**src/logic/dic_pkg.sv**
```systemverilog
`default_nettype none
package dic_pkg;

  localparam int CLK_MHZ = 200;
  localparam int SAMPLE_PERIOD_MS = 1;
  localparam int SAMPLE_CYCLES = SAMPLE_PERIOD_MS * 1000 * CLK_MHZ;
  localparam int CNT_W = 18;

  localparam int NUM_INPUTS = 16;
  localparam int STATE_W = 32;
  localparam int LEVEL_LSB = 16;
  localparam int NUM_SPECIAL = 4;
  localparam int ROUTE_ENTRIES = 32;
  localparam logic [15:0] DIFF_CAPABLE = 16'h0038;

  localparam logic [7:0] ADDR_SFE = 8'h00;
  localparam logic [7:0] ADDR_INV = 8'h04;
  localparam logic [7:0] ADDR_FORCE_EN = 8'h08;
  localparam logic [7:0] ADDR_FORCE_VAL = 8'h0C;
  localparam logic [7:0] ADDR_RAW = 8'h10;
  localparam logic [7:0] ADDR_THRESH = 8'h14;
  localparam logic [7:0] ADDR_DIFF = 8'h18;
  localparam logic [7:0] ADDR_ROUTE_EN = 8'h1C;
  localparam logic [7:0] ADDR_STATE = 8'h20;
  localparam logic [7:0] ADDR_TBL_FIRST = 8'h40;
  localparam logic [7:0] ADDR_TBL_LAST = 8'hBC;

  localparam logic [31:0] RST_WORD = 32'h0000_0000;
  localparam logic [7:0] SRC_CONST0 = 8'h00;
  localparam logic [7:0] SRC_CONST1 = 8'h80;
  localparam int SRC_INV_BIT = 7;
  localparam logic [4:0] SRC_FIRST_INPUT = 5'h01;
  localparam logic [1:0] RESP_OKAY = 2'h0;
  localparam logic [1:0] RESP_SLVERR = 2'h2;

  typedef struct packed {
    logic [31:0] awaddr;
    logic awvalid;
    logic [31:0] wdata;
    logic [3:0] wstrb;
    logic wvalid;
    logic bready;
    logic [31:0] araddr;
    logic arvalid;
    logic rready;
  } dic_axi_req_type;

  typedef struct packed {
    logic awready;
    logic wready;
    logic [1:0] bresp;
    logic bvalid;
    logic arready;
    logic [31:0] rdata;
    logic [1:0] rresp;
    logic rvalid;
  } dic_axi_rsp_type;

  typedef struct packed {
    logic [15:0] pos_s1;
    logic [15:0] pos_s2;
    logic [15:0] neg_s1;
    logic [15:0] neg_s2;
    logic [CNT_W-1:0] cnt;
    logic [31:0] sfe;
    logic [31:0] inv;
    logic [31:0] fen;
    logic [31:0] fval;
    logic [15:0] raw;
    logic thr;
    logic diff;
    logic rte;
    logic [31:0] state;
    logic [ROUTE_ENTRIES-1:0][7:0] tbl;
    logic aw_rdy;
    logic w_rdy;
    logic b_vld;
    logic [1:0] bresp;
    logic [7:0] awaddr;
    logic [31:0] wdata;
    logic [3:0] wstrb;
    logic ar_rdy;
    logic r_vld;
    logic [1:0] rresp;
    logic [31:0] rdata;
  } dic_state_type;

endpackage
`default_nettype wire

```
**src/logic/dic_input_cond.sv**
```systemverilog
`timescale 1ns/1ps
`default_nettype none
module dic_input_cond #(
  parameter int TICK_CYCLES = dic_pkg::SAMPLE_CYCLES
) (
  input wire logic aclk,
  input wire logic aresetn,
  input wire dic_pkg::dic_axi_req_type axi_req,
  output dic_pkg::dic_axi_rsp_type axi_rsp,
  input wire logic [15:0] pin_pos,
  input wire logic [15:0] pin_neg,
  output logic threshold_24v_sel,
  output logic differential_sel,
  output logic [31:0] input_state_word
);

  dic_pkg::dic_state_type q;
  dic_pkg::dic_state_type d;

  logic tick_now;
  logic [15:0] sampled;
  logic [15:0] forced;
  logic [15:0] level;
  logic [31:0] normal_word;
  wire logic [31:0] routed_word;
  logic [7:0] rd_addr;
  logic [4:0] rd_idx;
  logic [4:0] wr_idx;

  // byte-lane merge for a full 32-bit register
  function automatic logic [31:0] merge(input logic [31:0] old,
                                        input logic [31:0] nw,
                                        input logic [3:0] strb);
    logic [31:0] r;
    r = old;
    for (int b = 0; b < 4; b++) begin
      if (strb[b]) begin
        r[8*b +: 8] = nw[8*b +: 8];
      end
    end
    return r;
  endfunction

  // one routed state bit from its source code
  function automatic logic route_bit(input logic [7:0] code,
                                     input logic [15:0] src);
    logic [6:0] idx;
    logic v;
    idx = code[6:0];
    v = 1'b0;
    // codes 01 to 10 pick inputs, bit 7 inverts
    if (idx >= 7'(dic_pkg::SRC_FIRST_INPUT) &&
        idx <= 7'(dic_pkg::NUM_INPUTS)) begin
      v = src[4'(idx - 7'h01)];
    end
    return v ^ code[dic_pkg::SRC_INV_BIT];
  endfunction

  // table entry that mimics unforced normal mode for state bit k
  function automatic logic [7:0] mimic_code(input int k,
                                            input logic [31:0] sfe,
                                            input logic [31:0] inv);
    logic [7:0] c;
    int idx;
    c = dic_pkg::SRC_CONST0;
    idx = (k >= dic_pkg::LEVEL_LSB) ? k - dic_pkg::LEVEL_LSB : k;
    if (k >= dic_pkg::LEVEL_LSB ||
        (k < dic_pkg::NUM_SPECIAL && sfe[k])) begin
      c = {inv[idx], 2'b00, 5'(idx + 1)};
    end
    return c;
  endfunction

  always_comb begin
    d = q;
    rd_addr = {axi_req.araddr[7:2], 2'b00};
    rd_idx = 5'(rd_addr[7:2] - 6'h10);
    wr_idx = 5'(q.awaddr[7:2] - 6'h10);

    // pins cross into aclk through two flops each
    d.pos_s1 = pin_pos;
    d.pos_s2 = q.pos_s1;
    d.neg_s1 = pin_neg;
    d.neg_s2 = q.neg_s1;

    // negative pin used only when differential
    sampled = q.pos_s2;
    if (q.diff) begin
      sampled = q.pos_s2 & ~(q.neg_s2 & dic_pkg::DIFF_CAPABLE) |
                (q.pos_s2 & ~dic_pkg::DIFF_CAPABLE);
    end

    tick_now = (q.cnt == dic_pkg::CNT_W'(TICK_CYCLES - 1));
    d.cnt = tick_now ? '0 : q.cnt + 1'b1;

    forced = (q.fen[15:0] & q.fval[15:0]) | (~q.fen[15:0] & sampled);
    level = forced ^ q.inv[15:0];
    normal_word = '0;
    // input 1 level in bit 16
    normal_word[31:16] = level;
    // special bits 0 to 3, home from input 3
    // enable gates bits 0 to 3
    normal_word[dic_pkg::NUM_SPECIAL-1:0] =
      level[dic_pkg::NUM_SPECIAL-1:0] & q.sfe[dic_pkg::NUM_SPECIAL-1:0];

    if (tick_now) begin
      d.raw = sampled;
      d.state = q.rte ? routed_word : normal_word;
    end

    // write address and data may arrive in either order
    if (axi_req.awvalid && q.aw_rdy) begin
      d.aw_rdy = 1'b0;
      d.awaddr = {axi_req.awaddr[7:2], 2'b00};
    end
    if (axi_req.wvalid && q.w_rdy) begin
      d.w_rdy = 1'b0;
      d.wdata = axi_req.wdata;
      d.wstrb = axi_req.wstrb;
    end
    if (!q.aw_rdy && !q.w_rdy && !q.b_vld) begin
      d.b_vld = 1'b1;
      d.bresp = dic_pkg::RESP_OKAY;
      if (q.awaddr == dic_pkg::ADDR_SFE) begin
        d.sfe = merge(q.sfe, q.wdata, q.wstrb);
      end else if (q.awaddr == dic_pkg::ADDR_INV) begin
        d.inv = merge(q.inv, q.wdata, q.wstrb);
      end else if (q.awaddr == dic_pkg::ADDR_FORCE_EN) begin
        d.fen = merge(q.fen, q.wdata, q.wstrb);
      end else if (q.awaddr == dic_pkg::ADDR_FORCE_VAL) begin
        d.fval = merge(q.fval, q.wdata, q.wstrb);
      end else if (q.awaddr == dic_pkg::ADDR_THRESH) begin
        if (q.wstrb[0]) begin
          d.thr = q.wdata[0];
        end
      end else if (q.awaddr == dic_pkg::ADDR_DIFF) begin
        if (q.wstrb[0]) begin
          d.diff = q.wdata[0];
        end
      end else if (q.awaddr == dic_pkg::ADDR_ROUTE_EN) begin
        if (q.wstrb[0]) begin
          d.rte = q.wdata[0];
          if (q.wdata[0] && !q.rte) begin
            for (int k = 0; k < dic_pkg::ROUTE_ENTRIES; k++) begin
              d.tbl[k] = mimic_code(k, q.sfe, q.inv);
            end
          end
        end
      end else if (q.awaddr >= dic_pkg::ADDR_TBL_FIRST &&
                   q.awaddr <= dic_pkg::ADDR_TBL_LAST) begin
        if (q.wstrb[0]) begin
          d.tbl[wr_idx] = q.wdata[7:0];
        end
      end else if (q.awaddr == dic_pkg::ADDR_RAW ||
                   q.awaddr == dic_pkg::ADDR_STATE) begin
        // read-only: write is dropped quietly
        d.bresp = dic_pkg::RESP_OKAY;
      end else begin
        d.bresp = dic_pkg::RESP_SLVERR;
      end
    end
    if (q.b_vld && axi_req.bready) begin
      d.b_vld = 1'b0;
      d.aw_rdy = 1'b1;
      d.w_rdy = 1'b1;
    end

    // read: one cycle from address handshake to rvalid
    if (axi_req.arvalid && q.ar_rdy) begin
      d.ar_rdy = 1'b0;
      d.r_vld = 1'b1;
      d.rresp = dic_pkg::RESP_OKAY;
      d.rdata = dic_pkg::RST_WORD;
      if (rd_addr == dic_pkg::ADDR_SFE) begin
        d.rdata = q.sfe;
      end else if (rd_addr == dic_pkg::ADDR_INV) begin
        d.rdata = q.inv;
      end else if (rd_addr == dic_pkg::ADDR_FORCE_EN) begin
        d.rdata = q.fen;
      end else if (rd_addr == dic_pkg::ADDR_FORCE_VAL) begin
        d.rdata = q.fval;
      end else if (rd_addr == dic_pkg::ADDR_RAW) begin
        d.rdata = {16'h0000, q.raw};
      end else if (rd_addr == dic_pkg::ADDR_THRESH) begin
        d.rdata = {31'h0000_0000, q.thr};
      end else if (rd_addr == dic_pkg::ADDR_DIFF) begin
        d.rdata = {31'h0000_0000, q.diff};
      end else if (rd_addr == dic_pkg::ADDR_ROUTE_EN) begin
        d.rdata = {31'h0000_0000, q.rte};
      end else if (rd_addr == dic_pkg::ADDR_STATE) begin
        d.rdata = q.state;
      end else if (rd_addr >= dic_pkg::ADDR_TBL_FIRST &&
                   rd_addr <= dic_pkg::ADDR_TBL_LAST) begin
        d.rdata = {24'h00_0000, q.tbl[rd_idx]};
      end else begin
        d.rresp = dic_pkg::RESP_SLVERR;
      end
    end
    if (q.r_vld && axi_req.rready) begin
      d.r_vld = 1'b0;
      d.ar_rdy = 1'b1;
    end
  end

  // entry k drives bit k from raw levels
  for (genvar k = 0; k < dic_pkg::ROUTE_ENTRIES; k++) begin : g_route
    assign routed_word[k] = route_bit(q.tbl[k], sampled);
  end

  always_ff @(posedge aclk) begin
    if (!aresetn) begin
      q <= '0;
      q.aw_rdy <= 1'b1;
      q.w_rdy <= 1'b1;
      q.ar_rdy <= 1'b1;
    end else begin
      q <= d;
    end
  end

  assign axi_rsp.awready = q.aw_rdy;
  assign axi_rsp.wready = q.w_rdy;
  assign axi_rsp.bvalid = q.b_vld;
  assign axi_rsp.bresp = q.bresp;
  assign axi_rsp.arready = q.ar_rdy;
  assign axi_rsp.rvalid = q.r_vld;
  assign axi_rsp.rdata = q.rdata;
  assign axi_rsp.rresp = q.rresp;
  // one threshold select for all switchable inputs
  assign threshold_24v_sel = q.thr;
  assign differential_sel = q.diff;
  assign input_state_word = q.state;

  property p_state_on_tick;
    @(posedge aclk) disable iff (!aresetn)
      $changed(q.state) |-> $past(tick_now);
  endproperty
  a_state_on_tick: assert property (p_state_on_tick)
    else $error("state word changed off the sample tick");

  property p_level_bit16;
    @(posedge aclk) disable iff (!aresetn)
      tick_now && !q.rte && !q.fen[0] && !q.inv[0]
      |=> q.state[16] == q.raw[0];
  endproperty
  a_level_bit16: assert property (p_level_bit16)
    else $error("bit 16 does not follow input 1");

  property p_sfe_gates_low;
    @(posedge aclk) disable iff (!aresetn)
      tick_now && !q.rte && !q.sfe[0] |=> !q.state[0];
  endproperty
  a_sfe_gates_low: assert property (p_sfe_gates_low)
    else $error("disabled special function still set");

  property p_force_value;
    @(posedge aclk) disable iff (!aresetn)
      tick_now && !q.rte && q.fen[0] && !q.inv[0] && q.sfe[0]
      |=> q.state[16] == $past(q.fval[0]) && q.state[0] == q.state[16];
  endproperty
  a_force_value: assert property (p_force_value)
    else $error("forced level not taken");

  property p_invert;
    @(posedge aclk) disable iff (!aresetn)
      tick_now && !q.rte && !q.fen[1] && q.inv[1]
      |=> q.state[17] == !q.raw[1];
  endproperty
  a_invert: assert property (p_invert)
    else $error("inversion not applied to input 2");

  property p_route_const;
    @(posedge aclk) disable iff (!aresetn)
      tick_now && q.rte && q.tbl[0] == dic_pkg::SRC_CONST1
      |=> q.state[0];
  endproperty
  a_route_const: assert property (p_route_const)
    else $error("routing constant one not applied");

  property p_route_ignores_force;
    @(posedge aclk) disable iff (!aresetn)
      tick_now && q.rte && q.tbl[17] == 8'h02
      |=> q.state[17] == q.raw[1];
  endproperty
  a_route_ignores_force: assert property (p_route_ignores_force)
    else $error("routing mode altered by config words");

  property p_route_seed;
    @(posedge aclk) disable iff (!aresetn)
      $rose(q.rte) |-> q.tbl[16] == {$past(q.inv[0]), 7'h01};
  endproperty
  a_route_seed: assert property (p_route_seed)
    else $error("routing table not seeded on entry");

  property p_upper_special_zero;
    @(posedge aclk) disable iff (!aresetn)
      tick_now && !q.rte |=> q.state[15:4] == 12'h000;
  endproperty
  a_upper_special_zero: assert property (p_upper_special_zero)
    else $error("unassigned special bits set");

  property p_read_latency;
    @(posedge aclk) disable iff (!aresetn)
      axi_req.arvalid && q.ar_rdy |=> q.r_vld ##0 !q.ar_rdy;
  endproperty
  a_read_latency: assert property (p_read_latency)
    else $error("read answer not one cycle after address");

  property p_home_from_in3;
    @(posedge aclk) disable iff (!aresetn)
      tick_now && !q.rte && q.sfe[2] |=> q.state[2] == q.state[18];
  endproperty
  a_home_from_in3: assert property (p_home_from_in3)
    else $error("home bit does not follow input 3");

  property p_special_inverted;
    @(posedge aclk) disable iff (!aresetn)
      tick_now && !q.rte && q.fen[0] && q.inv[0] && q.sfe[0]
      |=> q.state[0] == !$past(q.fval[0]);
  endproperty
  a_special_inverted: assert property (p_special_inverted)
    else $error("inversion not applied to special bit 0");

  property p_bit0_neg_limit;
    @(posedge aclk) disable iff (!aresetn)
      tick_now && !q.rte && q.sfe[0] |=> q.state[0] == q.state[16];
  endproperty
  a_bit0_neg_limit: assert property (p_bit0_neg_limit)
    else $error("bit 0 does not follow input 1");

  property p_route_last_entry;
    @(posedge aclk) disable iff (!aresetn)
      tick_now && q.rte && q.tbl[31] == 8'h01
      |=> q.state[31] == q.raw[0];
  endproperty
  a_route_last_entry: assert property (p_route_last_entry)
    else $error("entry 32 does not drive bit 31");

endmodule // dic_input_cond
`default_nettype wire

```
**config.mk**
```make
export PLATFORM = sky130hd
export DESIGN_NAME = dic_input_cond
export DESIGN_NICKNAME = d
export VERILOG_FILES = /design/src/logic/dic_pkg.sv /design/src/logic/dic_input_cond.sv
export SDC_FILE = /design/constraint.sdc
export NUM_CORES = 2
export LEC_CHECK = 0
export BUFFER_PORTS_ARGS = -buffer_cell sky130_fd_sc_hd__buf_2
export CAP_MARGIN = 0
export CORE_MARGIN = 2
export CORE_UTILIZATION = 50
export DETAILED_ROUTE_END_ITERATION = 10
export PLACE_DENSITY = 0.66
export SKIP_LAST_GASP = 1
export SYNTH_ARGS = -nofsm -noshare
export SYNTH_HDL_FRONTEND = slang
export SYNTH_SLANG_ARGS = --single-unit
```
**constraint.sdc**
```tcl
create_clock -name aclk -period 4.4 [get_ports aclk]
set_input_delay 0.88 -clock aclk [delete_from_list [all_inputs] [get_ports aclk]]
set_output_delay 0.88 -clock aclk [all_outputs]
set_load 0.05 [all_outputs]
```
==> impl_metrics.csv <==
group,metric,value,unit
status,status,"finished, final reports clean",
global_route,grt_max_degree,126,
synthesis,synth_cell_type_count,78,
power,switchingPower,2980,uW
setup_path,worstSetupEndpointType,"flip-flop",
route,wirelength,114500,um
cts,clk_pin_slew,0.07,ns
layout,n_fill_cell,5762,
sta,clock_skew,0.01538,ns
setup_path,critPathKind,"flip-flop to flip-flop",
setup_path,critPathSlowestCell,"ha_1",
global_route,grt_antenna_before_repair,1,
route,routedWlPerCell,26.36,um
hold_path,min-delay-path-class,"flip-flop to flip-flop",
setup_path,crit_fanout,9,
floorplanning,die_x,256.8,um
sta,finalSetupViolations,0,
floorplanning,row_count,92,
route,drc,0,
global_route,grtUsageTotal,0.3369,
setup_path,required,4.92,ns
route,drt_first_pass_iters,9,
route,num_vias,28372,
synthesis,synthCells,3491,
sta,rsz0062_at_grt,"false",
cts,ctsResizeCount,0,
layout,layout.nets,3654,
cts,cts_tree,"done",
cts,clockRootBuffer,"clkbuf_16",
setup_path,cp.arrival,4.12,ns
power,p_seq_frac,0.445,
layout,syn_to_final_growth,10.12,%
synthesis,synth_area_per_cell,9.151,um2
cts,cts_buffer_depth,3,
global_route,grt_pass1_wl,168900,um
synthesis,synth-seq-cells,572,
power,p_comb_frac,0.074,
floorplanning,fp.dieH,256.8,um
synthesis,synth_ff_type,"dfxtp_1",
power,irDropWorstVdd,356.9,uV
sta,post-route-period-util,0.8185,
synthesis,netlist_area,31950,um2
sta,whs,0.4303,ns
cts,cts_buffers,60,
sta,fin_setup_tns,0,ns
place,gp_congestion,0.9949,
setup_path,path_cells,"inv_1 > ha_1 > mux2i_1 > mux4_2 > a22o_1 > a2111oi_2 > xor2_1 > o211ai_1 > a21oi_1",
place,portBuffers,146,
sta,tightest_slew,1.053,ns
route,ant_nets,0,
route,drt-initial-drc-count,3960,
floorplanning,ios,214,
power,powerDensity,339.6,nW/um2
cts,cts_hold_buf,0,
power,internal_power,8969,uW
route,via_per_inst,6.531,
flow_run,max_cap_violations,0,
cts,clkLatencyLatePin,0.66,ns
floorplanning,initial_core_util,0.5064,
sta,min_period,3.601,ns
layout,fin_util,0.5577,
setup_path,cp-start-kind,"flip-flop",
floorplanning,die_area,65930,um2
floorplanning,core_area,63080,um2
global_route,grt_pass1_vias,26286,
sta,slew_violations,0,
cts,clock_sinks,572,
power,p_clk_frac,0.481,
power,p_leak,0.01349,uW
synthesis,synth_edf_count,0,
sta,hold_violations,0,
cts,post_cts_buffers,0,
sta,max_slew_margin,0.2942,
setup_path,cpPeakStageDelay,0.63,ns
cts,h-tree-depth,2,
synthesis,ys_seq_area_frac,0.3585,
place,dpl.hpwl,77340,um
power,swShare,0.2494,
synthesis,async_reset_ff_frac,0,
sta,fmax,277.7,MHz
synthesis,ys_warn_count,0,
layout,drive_gt1_frac,0.1710,
global_route,grt_overflow_total,0,
[kinds of logic after synthesis]
family / synth area share
muxes: 0.2081
xor gates and xnor gates: 0.03016
and+or+nand+nor: 0.1501
DFF: 0.3585
AOI/OAI and AO/OA: 0.1625
adders and majority gates: 0.02624
buffers and inverters: 0.06439
other: 0.0001174
[area by class of cell]
class                      count  area [um2]  share of cell area
clock inverter                27       459.2             0.01305
timing repair buffer         241        1549             0.04403
clock buffer                  84        1772             0.05036
sequential                   572       11450              0.3255
inverter                     102       390.4             0.01110
tap                          846        1059             0.03009
multi-input combinational   2471       18500              0.5258
antenna                        1       2.502          0.00007113
[worst paths after layout]
path	start	end	slack (ns)	cells after the start
setup / recovery	q[317]	input_state_word[29]	0.80	9
setup reg to reg	q[317]	input_state_word[29]	0.80	9
hold reg to reg	d[572]	q[572]	0.43	1
hold / removal	d[572]	q[572]	0.43	1
[cells in the mapped netlist (4+ instances only)]
library cell	n	area [um2]
a22oi_1	203	1524
a21boi_0	8	60.06
a31oi_1	9	56.30
a221o_1	5	50.05
a221oi_1	49	429.2
o31ai_1	13	97.59
or2_2	4	25.02
mux2i_1	181	1812
a311oi_1	4	35.03
inv_1	99	371.6
nand2_1	345	1295
xor2_1	85	744.5
buf_1	15	56.30
buf_4	79	593.1
nor3_1	32	160.2
a222oi_1	5	50.05
nor4_1	19	118.9
and3_1	22	137.6
buf_2	46	230.2
nor2b_1	14	87.58
a2111oi_0	21	183.9
nand2b_1	8	50.05
o22ai_1	18	112.6
or3_1	15	93.84
mux4_2	201	4527
o311ai_0	6	52.55
nor2_1	477	1790
o2111ai_1	5	43.79
ha_1	67	838.3
dfxtp_1	572	11450
o32ai_1	11	96.34
a21oi_1	185	925.9
and2_1	47	294.0
a211oi_1	42	315.3
o211ai_1	25	187.7
xnor2_1	25	219.0
nand3_1	102	510.5
nor3b_1	4	30.03
clkbuf_1	203	762.0
o21ai_0	105	525.5
o21ai_1	24	120.1
mux2_2	25	281.5
nand4_1	11	68.82
[layout by cell type, fill, tap and decap left out, types with 11 or more instances in the layout]
cell type and instances:
a2111oi_0 21, a211oi_1 42, a21oi_1 185, a221oi_1 49, a22oi_1 203, and2_1 47, and3_1 21, buf_2 144
buf_4 89, bufinv_16 11, clkbuf_16 60, clkbuf_8 18, dfxtp_1 572, ha_1 67, inv_1 98, mux2_2 25
mux2i_1 181, mux4_2 201, nand2_1 345, nand3_1 102, nand4_1 11, nor2_1 477, nor2b_1 13, nor3_1 31
nor4_1 18, o211ai_1 25, o21ai_0 105, o21ai_1 24, o22ai_1 18, o31ai_1 13, o32ai_1 11, or3_1 15
xnor2_1 25, xor2_1 85
[state kept, by name, indices dropped and copies added (netlist names)]
name               cells
q                    480
axi_rsp               39
d                     19
input_state_word      32
threshold_24v_sel      1
differential_sel       1
[per-stage QoR]
stage          instances  total power (uW)  instance area [um2]  worst slack, ns
3_3_place_gp        4232              6288                32950           0.9057
6_report            4344             11950                35180           0.7987
4_1_cts             4343             11960                35180           0.9869
5_1_grt             4343             12220                35180           0.6160
2_1_floorplan       3492              5987                31950            1.343
3_5_place_dp        4232              6293                32950           0.8947
[power by group through the flow]
stage	clock (uW)	sequential [uW]	combinational (uW)
final	5740	5320	888
after global routing	5980	5320	923
after CTS	5780	5310	864
after detailed placement	0	5430	863
after global placement	0	5430	858
after floorplan	0	5390	596
[worst max-delay path, delay by kind of cell (launching register included)]
family,cells,cell delay [ns]
AO/OA/AOI/OAI,4,1.20
XOR/XNOR,1,0.13
adder cells (fa/ha/maj),1,0.63
buffers and inverters,1,0.19
flip-flops,1,0.52
multiplexers,2,0.79
[per-layer routing]
layer | GRT usage | wire length, um | part of all wire
met1 | 0.4547 | 45170 | 0.39
met2 | 0.5116 | 50100 | 0.44
met3 | 0.07295 | 13060 | 0.11
met4 | 0.1665 | 6165 | 0.054
met5 | 0 | 0 | 0
Power figures use the tool's default switching activity.
